`config.mk`:
```
export PLATFORM = sky130hd
export DESIGN_NAME = nfcic_top
export DESIGN_NICKNAME = d
export VERILOG_FILES = /design/src/logic/nfcic_pkg.sv /design/src/logic/nfcic_top.sv
export SDC_FILE = /design/constraint.sdc
export NUM_CORES = 1
export LEC_CHECK = 0
export ABC_AREA = 1
export BUFFER_PORTS_ARGS = -buffer_cell sky130_fd_sc_hd__buf_2
export CAP_MARGIN = 15
export CORE_MARGIN = 8
export CORE_UTILIZATION = 53
export CTS_CLUSTER_SIZE = 12
export DETAILED_ROUTE_END_ITERATION = 10
export PLACE_DENSITY = 0.75
export SETUP_SLACK_MARGIN = 0.1
export SYNTH_ARGS = -nofsm -noshare
export SYNTH_HDL_FRONTEND = slang
export SYNTH_SLANG_ARGS = --single-unit
```
`constraint.sdc`:
```
create_clock -name aclk -period 1.4 [get_ports aclk]
set_input_delay 0.21 -clock aclk [delete_from_list [all_inputs] [get_ports aclk]]
set_output_delay 0.21 -clock aclk [all_outputs]
set_load 0.02 [all_outputs]
```
`src/logic/nfcic_pkg.sv`:
```
// shared constants for the nfc init and clock request block
package nfcic_pkg;
	// register byte offsets
	localparam logic [7:0] OFS_CMD     = 8'h00;
	localparam logic [7:0] OFS_RSP     = 8'h04;
	localparam logic [7:0] OFS_RSPSTAT = 8'h08;
	localparam logic [7:0] OFS_BUILD   = 8'h0c;
	localparam logic [7:0] OFS_MFR     = 8'h10;
	localparam logic [7:0] OFS_STATUS  = 8'h14;
	localparam logic [7:0] OFS_CLKCFG  = 8'h18;
	localparam logic [7:0] OFS_CTRL    = 8'h1c;
	localparam logic [7:0] OFS_NCICFG  = 8'h20;
	// command and response word layout
	localparam int HDR_GID  = 0;
	localparam int HDR_OID  = 4;
	localparam int HDR_PLEN = 16;
	localparam int CMD_KEEP = 24;
	localparam int RSP_VLD  = 31;
	// group and opcode codes
	localparam logic [3:0] GID_CORE = 4'h0;
	localparam logic [3:0] GID_RF   = 4'h1;
	localparam logic [3:0] GID_EXT  = 4'hf;
	localparam logic [5:0] OID_RESET    = 6'h00;
	localparam logic [5:0] OID_INIT     = 6'h01;
	localparam logic [5:0] OID_SETCFG   = 6'h02;
	localparam logic [5:0] OID_EXT_ACT  = 6'h02;
	localparam logic [5:0] OID_MAP      = 6'h00;
	localparam logic [5:0] OID_ROUTING  = 6'h01;
	localparam logic [5:0] OID_DISCOVER = 6'h03;
	// status codes and response lengths
	localparam logic [7:0] STAT_OK     = 8'h00;
	localparam logic [7:0] STAT_FAILED = 8'h03;
	localparam logic [7:0] PLEN_EXT    = 8'h05;
	localparam logic [7:0] PLEN_STAT   = 8'h01;
	// clock config fields and reset value
	localparam int CLK_PLL  = 0;
	localparam int CLK_FREQ = 1;
	localparam int CLK_TMO  = 16;
	localparam logic [31:0] CLKCFG_RST = 32'h000a_0000;
	localparam int CTRL_FWDL = 0;
	// status register bits
	localparam int ST_READY = 0;
	localparam int ST_EXT   = 1;
	localparam int ST_CLKRQ = 2;
	localparam int ST_CLKOK = 3;
	localparam int ST_RWAIT = 4;
	localparam int ST_PNTF  = 5;
	localparam int ST_DISC  = 6;
	localparam int ST_RSPV  = 7;
	localparam int ST_NTFV  = 8;
	// settle timeout unit
	localparam int CLK_PERIOD_NS = 20;
	localparam int TICK_NS       = 1000;
	localparam int TICK_CYC      = TICK_NS / CLK_PERIOD_NS;
	// bus answers
	localparam logic [1:0] RESP_OKAY   = 2'b00;
	localparam logic [1:0] RESP_SLVERR = 2'b10;
	// reset and init sequence state
	typedef enum logic [2:0] {
		SQ_IDLE  = 3'b001,
		SQ_RST   = 3'b010,
		SQ_READY = 3'b100
	} nfcic_seq_t;
endpackage : nfcic_pkg

```
`src/logic/nfcic_top.sv`:
```
// nfc controller reset/init interpreter and clock request logic
`timescale 1ns/1ns
`default_nettype none

// Functional notes
// - reset notice carries hardware and rom version bytes
// - bytes two, three hold firmware major, minor
// - reset-configuration reset discards whole nci configuration
// - proprietary notifications only after extension activation
// - activation answer: same codes, two parameters
// - activation status only ok or failed
// - status followed by four-byte build id
// - crystal or pll input clock source
// - clock request raised when pll clock needed
// - clock deemed stable after programmed timeout
// - reset answer held until pending output read
module nfcic_top #(
	parameter logic [7:0]  HW_VER   = 8'h11, // arbitrary value
	parameter logic [7:0]  ROM_VER  = 8'h22, // arbitrary value
	parameter logic [7:0]  FW_MAJOR = 8'h01, // arbitrary value
	parameter logic [7:0]  FW_MINOR = 8'h00, // arbitrary value
	parameter logic [31:0] BUILD_ID = 32'h0000_0001 // arbitrary value
) (
	// clock and reset
	input  wire logic        aclk,
	input  wire logic        aresetn,
	// axi4-lite write address, data and response
	input  wire logic [7:0]  s_awaddr,
	input  wire logic        s_awvalid,
	output logic             s_awready,
	input  wire logic [31:0] s_wdata,
	input  wire logic [3:0]  s_wstrb,
	input  wire logic        s_wvalid,
	output logic             s_wready,
	output logic [1:0]       s_bresp,
	output logic             s_bvalid,
	input  wire logic        s_bready,
	// axi4-lite read
	input  wire logic [7:0]  s_araddr,
	input  wire logic        s_arvalid,
	output logic             s_arready,
	output logic [31:0]      s_rdata,
	output logic [1:0]       s_rresp,
	output logic             s_rvalid,
	input  wire logic        s_rready,
	// proprietary event source
	input  wire logic        prop_event,
	// host-facing pins and status
	output logic             data_pending,
	output logic             clock_request_pin,
	output logic             clock_stable,
	output logic             carrier_on
);
	// bus slave state
	logic        aw_got_r, w_got_r;
	logic [7:0]  wa_r;
	logic [31:0] wd_r;
	logic [3:0]  ws_r;
	logic        awready_r, wready_r, bvalid_r, arready_r, rvalid_r;
	logic [1:0]  bresp_r, rresp_r;
	logic [31:0] rdata_r;
	// block state
	nfcic_pkg::nfcic_seq_t seq_r;
	logic        rst_wait_r, rst_keep_r;
	logic        ext_en_r;       // activation accepted
	logic        rsp_v_r, ntf_v_r, pntf_r;
	logic [3:0]  rsp_gid_r;
	logic [5:0]  rsp_oid_r;
	logic [7:0]  rsp_plen_r, rsp_stat_r;
	logic        mapped_r, routed_r, disc_r;
	logic [31:0] clkcfg_r, ctrl_r, ncicfg_r;
	logic        clk_req_r, clk_ok_r, irq_r;
	logic [15:0] tick_cnt_r;
	logic [5:0]  pre_r;
	// decoded strobes
	logic        wr_go, rd_go, cmd_wr, rst_exec, pend, need;
	logic [3:0]  c_gid;
	logic [5:0]  c_oid;
	logic [7:0]  c_plen;
	logic        is_reset, run_cmd;
	logic [31:0] rd_val;
	logic        rd_hit, wr_hit;
	logic [7:0]  new_stat;
	logic [31:0] mfr_word;

	// a write completes once both halves are held and no answer waits
	assign wr_go  = aw_got_r & w_got_r & ~bvalid_r;
	assign rd_go  = s_arvalid & arready_r;
	assign c_gid  = wd_r[nfcic_pkg::HDR_GID +: 4];
	assign c_oid  = wd_r[nfcic_pkg::HDR_OID +: 6];
	assign c_plen = wd_r[nfcic_pkg::HDR_PLEN +: 8];
	assign cmd_wr = wr_go & (wa_r == nfcic_pkg::OFS_CMD);
	assign is_reset = (c_gid == nfcic_pkg::GID_CORE) & (c_oid == nfcic_pkg::OID_RESET);
	// commands written during a held reset are dropped
	assign run_cmd  = cmd_wr & ~is_reset & ~rst_wait_r;
	assign pend     = rsp_v_r | ntf_v_r | pntf_r;
	assign rst_exec = rst_wait_r & ~pend;
	assign mfr_word = {FW_MINOR, FW_MAJOR, ROM_VER, HW_VER};
	// clock needed only for carrier or firmware download in pll mode
	assign need = clkcfg_r[nfcic_pkg::CLK_PLL] & (disc_r | ctrl_r[nfcic_pkg::CTRL_FWDL]);

	// write address / data capture, taken in either order
	always_ff @(posedge aclk) begin
		if (!aresetn) begin
			aw_got_r  <= 1'b0;
			w_got_r   <= 1'b0;
			awready_r <= 1'b0;
			wready_r  <= 1'b0;
			wa_r      <= 8'h00;
			wd_r      <= 32'h0000_0000;
			ws_r      <= 4'h0;
		end else begin
			awready_r <= ~aw_got_r & ~(s_awvalid & awready_r) & ~wr_go;
			wready_r  <= ~w_got_r & ~(s_wvalid & wready_r) & ~wr_go;
			if (s_awvalid && awready_r) begin
				aw_got_r <= 1'b1;
				wa_r     <= {s_awaddr[7:2], 2'b00};
			end else if (wr_go) begin
				aw_got_r <= 1'b0;
			end
			if (s_wvalid && wready_r) begin
				w_got_r <= 1'b1;
				wd_r    <= s_wdata;
				ws_r    <= s_wstrb;
			end else if (wr_go) begin
				w_got_r <= 1'b0;
			end
		end
	end

	// write answer, slverr for unmapped or read-only words
	always_comb begin
		case (wa_r)
			nfcic_pkg::OFS_CMD, nfcic_pkg::OFS_CLKCFG,
			nfcic_pkg::OFS_CTRL, nfcic_pkg::OFS_NCICFG: wr_hit = 1'b1;
			default: wr_hit = 1'b0;
		endcase
	end

	always_ff @(posedge aclk) begin
		if (!aresetn) begin
			bvalid_r <= 1'b0;
			bresp_r  <= nfcic_pkg::RESP_OKAY;
		end else if (wr_go) begin
			bvalid_r <= 1'b1;
			bresp_r  <= wr_hit ? nfcic_pkg::RESP_OKAY : nfcic_pkg::RESP_SLVERR;
		end else if (s_bready) begin
			bvalid_r <= 1'b0;
		end
	end

	// software-writable words, byte lanes honoured
	always_ff @(posedge aclk) begin
		if (!aresetn) begin
			clkcfg_r <= nfcic_pkg::CLKCFG_RST; // crystal mode
			ctrl_r   <= 32'h0000_0000;
			ncicfg_r <= 32'h0000_0000;
		end else begin
			for (int i = 0; i < 4; i++) begin
				if (wr_go && ws_r[i]) begin
					if (wa_r == nfcic_pkg::OFS_CLKCFG)
						clkcfg_r[8*i +: 8] <= wd_r[8*i +: 8];
					if (wa_r == nfcic_pkg::OFS_CTRL)
						ctrl_r[8*i +: 8] <= wd_r[8*i +: 8];
				end
			end
			// reset-configuration wipes nci parameters; clock words survive
			if (rst_exec && !rst_keep_r) begin
				ncicfg_r <= 32'h0000_0000;
			end else begin
				for (int i = 0; i < 4; i++) begin
					if (wr_go && ws_r[i] && wa_r == nfcic_pkg::OFS_NCICFG)
						ncicfg_r[8*i +: 8] <= wd_r[8*i +: 8];
				end
			end
		end
	end

	// reset command is held while output data is still unread
	always_ff @(posedge aclk) begin
		if (!aresetn) begin
			rst_wait_r <= 1'b0;
			rst_keep_r <= 1'b0;
		end else if (cmd_wr && is_reset && !rst_wait_r) begin
			rst_wait_r <= 1'b1;
			rst_keep_r <= wd_r[nfcic_pkg::CMD_KEEP];
		end else if (rst_exec) begin
			rst_wait_r <= 1'b0;
		end
	end

	// reset then init, with nothing between
	always_ff @(posedge aclk) begin
		if (!aresetn) begin
			seq_r <= nfcic_pkg::SQ_IDLE;
		end else if (rst_exec) begin
			seq_r <= nfcic_pkg::SQ_RST;
		end else if (run_cmd) begin
			case (seq_r)
				nfcic_pkg::SQ_RST: begin
					// any other command breaks the pair
					if (c_gid == nfcic_pkg::GID_CORE && c_oid == nfcic_pkg::OID_INIT)
						seq_r <= nfcic_pkg::SQ_READY;
					else
						seq_r <= nfcic_pkg::SQ_IDLE;
				end
				nfcic_pkg::SQ_READY: seq_r <= nfcic_pkg::SQ_READY;
				default: seq_r <= nfcic_pkg::SQ_IDLE;
			endcase
		end
	end

	// status of a non-reset command
	always_comb begin
		new_stat = nfcic_pkg::STAT_FAILED;
		case (c_gid)
			nfcic_pkg::GID_CORE: begin
				if (c_oid == nfcic_pkg::OID_INIT && seq_r == nfcic_pkg::SQ_RST)
					new_stat = nfcic_pkg::STAT_OK;
				if (c_oid == nfcic_pkg::OID_SETCFG && seq_r == nfcic_pkg::SQ_READY)
					new_stat = nfcic_pkg::STAT_OK;
			end
			nfcic_pkg::GID_RF: begin
				// modes start only after a completed reset/init pair
				if (seq_r == nfcic_pkg::SQ_READY)
					new_stat = nfcic_pkg::STAT_OK;
			end
			nfcic_pkg::GID_EXT: begin
				// only ok or failed may come back
				if (c_oid == nfcic_pkg::OID_EXT_ACT && c_plen == 8'h00 &&
				    seq_r == nfcic_pkg::SQ_READY)
					new_stat = nfcic_pkg::STAT_OK;
			end
			default: new_stat = nfcic_pkg::STAT_FAILED;
		endcase
	end

	// response word; a new answer wins over a read that clears it
	always_ff @(posedge aclk) begin
		if (!aresetn) begin
			rsp_v_r    <= 1'b0;
			rsp_gid_r  <= 4'h0;
			rsp_oid_r  <= 6'h00;
			rsp_plen_r <= 8'h00;
			rsp_stat_r <= 8'h00;
		end else if (rst_exec) begin
			rsp_v_r    <= 1'b1;
			rsp_gid_r  <= nfcic_pkg::GID_CORE;
			rsp_oid_r  <= nfcic_pkg::OID_RESET;
			rsp_plen_r <= nfcic_pkg::PLEN_STAT;
			rsp_stat_r <= nfcic_pkg::STAT_OK;
		end else if (run_cmd) begin
			rsp_v_r    <= 1'b1;
			rsp_gid_r  <= c_gid;
			rsp_oid_r  <= c_oid;
			rsp_stat_r <= new_stat;
			// activation answer: status byte plus build id
			rsp_plen_r <= (c_gid == nfcic_pkg::GID_EXT) ?
				nfcic_pkg::PLEN_EXT : nfcic_pkg::PLEN_STAT;
		end else if (rd_go && s_araddr[7:2] == nfcic_pkg::OFS_RSP[7:2]) begin
			rsp_v_r <= 1'b0;
		end
	end

	// notifications and extension enable
	always_ff @(posedge aclk) begin
		if (!aresetn) begin
			ext_en_r <= 1'b0;
			ntf_v_r  <= 1'b0;
			pntf_r   <= 1'b0;
		end else begin
			// reboot forgets the activation
			if (rst_exec)
				ext_en_r <= 1'b0;
			else if (run_cmd && c_gid == nfcic_pkg::GID_EXT && new_stat == nfcic_pkg::STAT_OK)
				ext_en_r <= 1'b1;
			if (rst_exec)
				ntf_v_r <= 1'b1;
			else if (rd_go && s_araddr[7:2] == nfcic_pkg::OFS_MFR[7:2])
				ntf_v_r <= 1'b0;
			// events without activation are simply not reported
			if (prop_event && ext_en_r)
				pntf_r <= 1'b1;
			else if (rd_go && s_araddr[7:2] == nfcic_pkg::OFS_STATUS[7:2])
				pntf_r <= 1'b0;
		end
	end

	// mode configuration held by the device
	always_ff @(posedge aclk) begin
		if (!aresetn) begin
			mapped_r <= 1'b0;
			routed_r <= 1'b0;
			disc_r   <= 1'b0;
		end else if (rst_exec) begin
			// discovery always stops; tables lost only without keep
			disc_r <= 1'b0;
			if (!rst_keep_r) begin
				mapped_r <= 1'b0;
				routed_r <= 1'b0;
			end
		end else if (run_cmd && c_gid == nfcic_pkg::GID_RF && new_stat == nfcic_pkg::STAT_OK) begin
			if (c_oid == nfcic_pkg::OID_MAP)
				mapped_r <= 1'b1;
			if (c_oid == nfcic_pkg::OID_ROUTING)
				routed_r <= 1'b1;
			if (c_oid == nfcic_pkg::OID_DISCOVER)
				disc_r <= 1'b1;
		end
	end

	// clock request and settle timer; no edge of the pll clock is used
	always_ff @(posedge aclk) begin
		if (!aresetn) begin
			clk_req_r  <= 1'b0;
			clk_ok_r   <= 1'b0;
			tick_cnt_r <= 16'h0000;
			pre_r      <= 6'h00;
		end else begin
			clk_req_r <= need;
			if (!clk_req_r || !need) begin
				clk_ok_r   <= 1'b0;
				tick_cnt_r <= 16'h0000;
				pre_r      <= 6'h00;
			end else if (!clk_ok_r) begin
				// whole microsecond ticks against the programmed timeout
				if (tick_cnt_r == clkcfg_r[nfcic_pkg::CLK_TMO +: 16]) begin
					clk_ok_r <= 1'b1;
				end else if (pre_r == 6'(nfcic_pkg::TICK_CYC - 1)) begin
					pre_r      <= 6'h00;
					tick_cnt_r <= tick_cnt_r + 16'h0001;
				end else begin
					pre_r <= pre_r + 6'h01;
				end
			end
		end
	end

	// pending flag for the host
	always_ff @(posedge aclk) begin
		if (!aresetn)
			irq_r <= 1'b0;
		else
			irq_r <= pend;
	end

	// read mux
	always_comb begin
		rd_hit = 1'b1;
		rd_val = 32'h0000_0000;
		case ({s_araddr[7:2], 2'b00})
			nfcic_pkg::OFS_CMD: rd_val = 32'h0000_0000;
			nfcic_pkg::OFS_RSP: begin
				rd_val[nfcic_pkg::HDR_GID +: 4]  = rsp_gid_r;
				rd_val[nfcic_pkg::HDR_OID +: 6]  = rsp_oid_r;
				rd_val[nfcic_pkg::HDR_PLEN +: 8] = rsp_plen_r;
				rd_val[nfcic_pkg::RSP_VLD]       = rsp_v_r;
			end
			nfcic_pkg::OFS_RSPSTAT: rd_val = {24'h00_0000, rsp_stat_r};
			nfcic_pkg::OFS_BUILD:   rd_val = BUILD_ID;
			nfcic_pkg::OFS_MFR:     rd_val = mfr_word;
			nfcic_pkg::OFS_STATUS: begin
				rd_val[nfcic_pkg::ST_READY] = (seq_r == nfcic_pkg::SQ_READY);
				rd_val[nfcic_pkg::ST_EXT]   = ext_en_r;
				rd_val[nfcic_pkg::ST_CLKRQ] = clk_req_r;
				rd_val[nfcic_pkg::ST_CLKOK] = clk_ok_r;
				rd_val[nfcic_pkg::ST_RWAIT] = rst_wait_r;
				rd_val[nfcic_pkg::ST_PNTF]  = pntf_r;
				rd_val[nfcic_pkg::ST_DISC]  = disc_r;
				rd_val[nfcic_pkg::ST_RSPV]  = rsp_v_r;
				rd_val[nfcic_pkg::ST_NTFV]  = ntf_v_r;
			end
			nfcic_pkg::OFS_CLKCFG: rd_val = clkcfg_r;
			nfcic_pkg::OFS_CTRL:   rd_val = ctrl_r;
			nfcic_pkg::OFS_NCICFG: rd_val = ncicfg_r;
			default: rd_hit = 1'b0;
		endcase
	end

	// read channel, one read under way at a time
	always_ff @(posedge aclk) begin
		if (!aresetn) begin
			arready_r <= 1'b0;
			rvalid_r  <= 1'b0;
			rdata_r   <= 32'h0000_0000;
			rresp_r   <= nfcic_pkg::RESP_OKAY;
		end else if (rd_go) begin
			arready_r <= 1'b0;
			rvalid_r  <= 1'b1;
			rdata_r   <= rd_val;
			rresp_r   <= rd_hit ? nfcic_pkg::RESP_OKAY : nfcic_pkg::RESP_SLVERR;
		end else if (rvalid_r && s_rready) begin
			rvalid_r <= 1'b0;
		end else if (!rvalid_r) begin
			arready_r <= 1'b1;
		end
	end

	assign s_awready         = awready_r;
	assign s_wready          = wready_r;
	assign s_bvalid          = bvalid_r;
	assign s_bresp           = bresp_r;
	assign s_arready         = arready_r;
	assign s_rvalid          = rvalid_r;
	assign s_rdata           = rdata_r;
	assign s_rresp           = rresp_r;
	assign data_pending      = irq_r;
	assign clock_request_pin = clk_req_r;
	assign clock_stable      = clk_ok_r;
	assign carrier_on        = disc_r;
endmodule : nfcic_top

`default_nettype wire

```
==> flow_summary.ini <==
[status]
outcome = complete, but fails checks
violations = setup timing

[logic_synthesis]
synthXorXnorAreaFrac_pct = 0.989
synthAdderAreaFrac_pct = 0.385
yosys.area_share.simple_pct = 25.3
synth_compound_area_share_pct = 18.7
yosys_register_bits = 227
synth_top_family_by_area = simple AND/OR/NAND/NOR gates
ys_seq_area_share_pct = 46.7
synth.area.mux_share_pct = 0
synth_enable_flop_cells = 0
ys_types = 47
syn_inst = 1343
syn_area_um2 = 9740
yosys_warnings = 0
synth-main-ff-cell = dfxtp_1
postSynth.asyncResetShare_pct = 0
syn_area_per_cell_um2 = 7.25

[power]
p_sw_mw = 3.61
p_seq_share_pct = 46.8
switching_share_pct = 25.2
cellInternalPower_mw = 10.7
p_total_mw = 14.3
peakVddDrop_mv = 0.967
clockPowerShare_pct = 43.3
power_density_nw_per_um2 = 968
p_comb_share_pct = 9.9
p_leak_nw = 6.09

[final_layout]
area_growth_pct = 51.9
nNetsFinal = 1745
final_area_um2 = 14800
fillers = 992
drive_gt1_share_pct = 39.2

[setup_path]
crit_type = reg2reg
timing.rr.end = ctrl_r[3]
regToRegSetupSlack_ns = -0.37
critical_path.startpoint = wa_r[4]
r2r-start = wa_r[4]
cp-start-kind = flip-flop
crit_path_max_incr_delay_ns = 0.33
cp_slowest_cell = dfxtp_2
worst_setup_path_end_kind = flip-flop
path_cells = inv_2 > nor2_2 > nand3_2 > nor2_4 > buf_12 > nand2_1 > buf_6 > o21ai_0 > a21oi_1
ff2ff_path_depth = 9
path_max_fanout = 13
arrival_ns = 2.18
crit_required_ns = 1.81
crit_path_end = ctrl_r[3]

[route]
avgRoutedWirePerCell_um = 20.1
drt_iter0_drc = 1213
drc = 0
wl_mm = 38.6
dr_total_vias = 11320
vias_per_cell = 5.89
final_antenna_net_count = 0
drtPass1Iterations = 6

[global_routing]
grt_max_degree = 62
grt_pass1_wl_mm = 52.7
grt_use_total_pct = 28.5
grt-ovfl-total = 0
antenna_found_initial = 0
grt_pass1_vias = 10372

[cts]
cts-root-buf = clkbuf_16
worstSkewPairLatency_ns = 0.54
h-tree-depth = 1
path_clk_slew_ns = 0.06
cts_sinks = 227
cts_tree = built
clk_path_buf_depth = 3
cts_inserted_buffers = 25

[floorplanning]
fp.dieArea_um2 = 23000
die_y_um = 152
io_pins = 105
core_area_um2 = 18000
die_x_um = 152
initial_core_util_pct = 54.0
num_rows = 49

[timing]
setup_viol = 134
maxSlewHeadroom_pct = 63.1
rsz0062_at_grt = yes
period_needed_ns = 1.77
whs_ns = 0.0810
finalHoldViolations = 0
worst_pin_slew_ns = 0.553
fin_skew_ns = 0.0162
min_period_over_period_pct = 126
setup_ws_ns = -0.366
slew_violations = 0
timing.fmax_mhz = 566

[place]
port_buffers = 98
hpwl_mm = 21.4
routabilityCongestion = 0.908
placed_area_um2 = 11800

[hold_path]
hold_path.class = in2reg

[run]
maxCapViolations = 0
-- stage by stage --
step	instances	TNS, ns	setup WS, ns	util, %
finish	1923	-16.07	-0.366	82.0
global route	1922	-24.50	-0.398	82.0
CTS	1898	-2.86	-0.0739	76.8
detailed placement	1790	-12.83	-0.184	65.4
global placement	1790	-7.95	-0.181	65.4
floorplan	1344	-0.0000832	-0.0000832	-
-- power by group through the flow --
stage | logic, mW | clock network, mW | registers [mW]
final | 1.42 | 6.19 | 6.70
after global routing | 1.50 | 6.48 | 6.71
after CTS | 1.22 | 6.18 | 6.68
after floorplan | 0.454 | 0 | 6.82
after detailed placement | 0.973 | 0 | 6.81
after global placement | 0.957 | 0 | 6.80
-- synth_stat cells, types with 2 or more instances --
| cell | instances | area [µm²] |
|---|---|---|
| buf_4 | 3 | 22.5 |
| buf_1 | 3 | 11.3 |
| buf_2 | 19 | 95.1 |
| xor2_1 | 9 | 78.8 |
| nand3_1 | 33 | 165 |
| xnor2_1 | 2 | 17.5 |
| nor2_2 | 8 | 50.1 |
| o21ai_1 | 7 | 35.0 |
| inv_2 | 13 | 48.8 |
| a21oi_2 | 9 | 78.8 |
| o21a_1 | 2 | 15.0 |
| o22ai_1 | 4 | 25.0 |
| o221ai_1 | 14 | 123 |
| inv_1 | 114 | 428 |
| clkbuf_1 | 35 | 131 |
| a31oi_1 | 2 | 12.5 |
| ha_1 | 3 | 37.5 |
| a21oi_1 | 81 | 405 |
| o21ai_0 | 148 | 741 |
| nor3_1 | 7 | 35.0 |
| a22o_1 | 7 | 61.3 |
| nor2_1 | 228 | 856 |
| nand4_1 | 34 | 213 |
| nand2_4 | 2 | 22.5 |
| and3_1 | 6 | 37.5 |
| dfxtp_1 | 227 | 4540 |
| nand2_2 | 2 | 12.5 |
| nand2_1 | 269 | 1010 |
| o31ai_1 | 2 | 15.0 |
| a211oi_1 | 27 | 203 |
| clkinv_1 | 2 | 7.51 |
| o211ai_1 | 6 | 45.0 |
-- sequential cells by signal, summed over array words and instances (netlist names), 2 cells and up --
name	count
rsp_gid_r	4
pre_r	6
seq_r	3
ncicfg_r	32
wa_r	6
wd_r	32
s_rdata	32
rsp_oid_r	6
ws_r	4
clkcfg_r	32
ctrl_r	32
rsp_plen_r	2
tick_cnt_r	16
-- placed cells by master (no fill, tap or decap), types with 45 or more instances in the layout --
cell type,netlist,final
a21oi_1,81,56
o21ai_0,148,76
inv_1,114,94
dfxtp_1,227,190
dlygate4sd3_1,0,45
nor2_1,228,179
nand2_1,269,228
buf_2,19,84
o21ai_2,0,48
buf_4,3,181
-- layout make-up --
type	instances	area [µm²]	area share, %
Timing Repair inverter	4	31.3	0.212
Clock buffer	34	709	4.80
Clock inverter	4	38.8	0.262
Antenna cell	1	2.50	0.0169
Timing Repair Buffer	366	3070	20.8
Inverter	129	558	3.77
Multi-Input combinational cell	929	5490	37.1
Tap cell	229	287	1.94
Sequential cell	227	4610	31.1
-- cell families (layout without fill, tap and decap cells) --
logic type / Yosys count / count (layout)
other: 1 / 3
buffers and inverters: 191 / 537
AND/OR/NAND/NOR: 596 / 599
flip-flops: 227 / 227
adder cells (fa/ha/maj): 3 / 3
XOR/XNOR: 11 / 11
AO/OA/AOI/OAI: 314 / 314
-- critical path: cells and delay by family, from the launching register on --
family	cells	cell delay, ns
flip-flops	1	0.33
AO/OA/AOI/OAI	2	0.40
AND/OR/NAND/NOR	4	0.54
buffers and inverters	3	0.37
-- per-layer routing --
layer | vias up | share of wire [%] | global-route usage (%) | wire, µm
li1 | 5127 | - | - | -
met4 | 0 | 5.7 | 12.1 | 2220
met2 | 782 | 46 | 47.3 | 17900
met5 | - | 0 | 0 | 0
met3 | 225 | 11 | 4.60 | 4320
met1 | 5186 | 37 | 36.2 | 14200
-- worst min path at each step --
stage | end | start | cells after the start | slack, ns
floorplan | s_rvalid | s_rready | 1 | 0.31
global placement | s_rvalid | s_rready | 2 | 0.40
detailed placement | s_rvalid | s_rready | 2 | 0.41
CTS | ntf_v_r | aresetn | 3 | 0.05
global route | clock_request_pin | aresetn | 3 | 0.07
finish | ntf_v_r | aresetn | 3 | 0.08
-- repair_timing --
action	in CTS	in global routing
pin swaps	31	62
gates resized for setup	254	204
buffers inserted	16	22
endpoints found under the setup margin	145	164
cloned	9	4
hold buffers	45	0
endpoints found under the hold margin	45	0
Power figures use the tool's default switching activity.
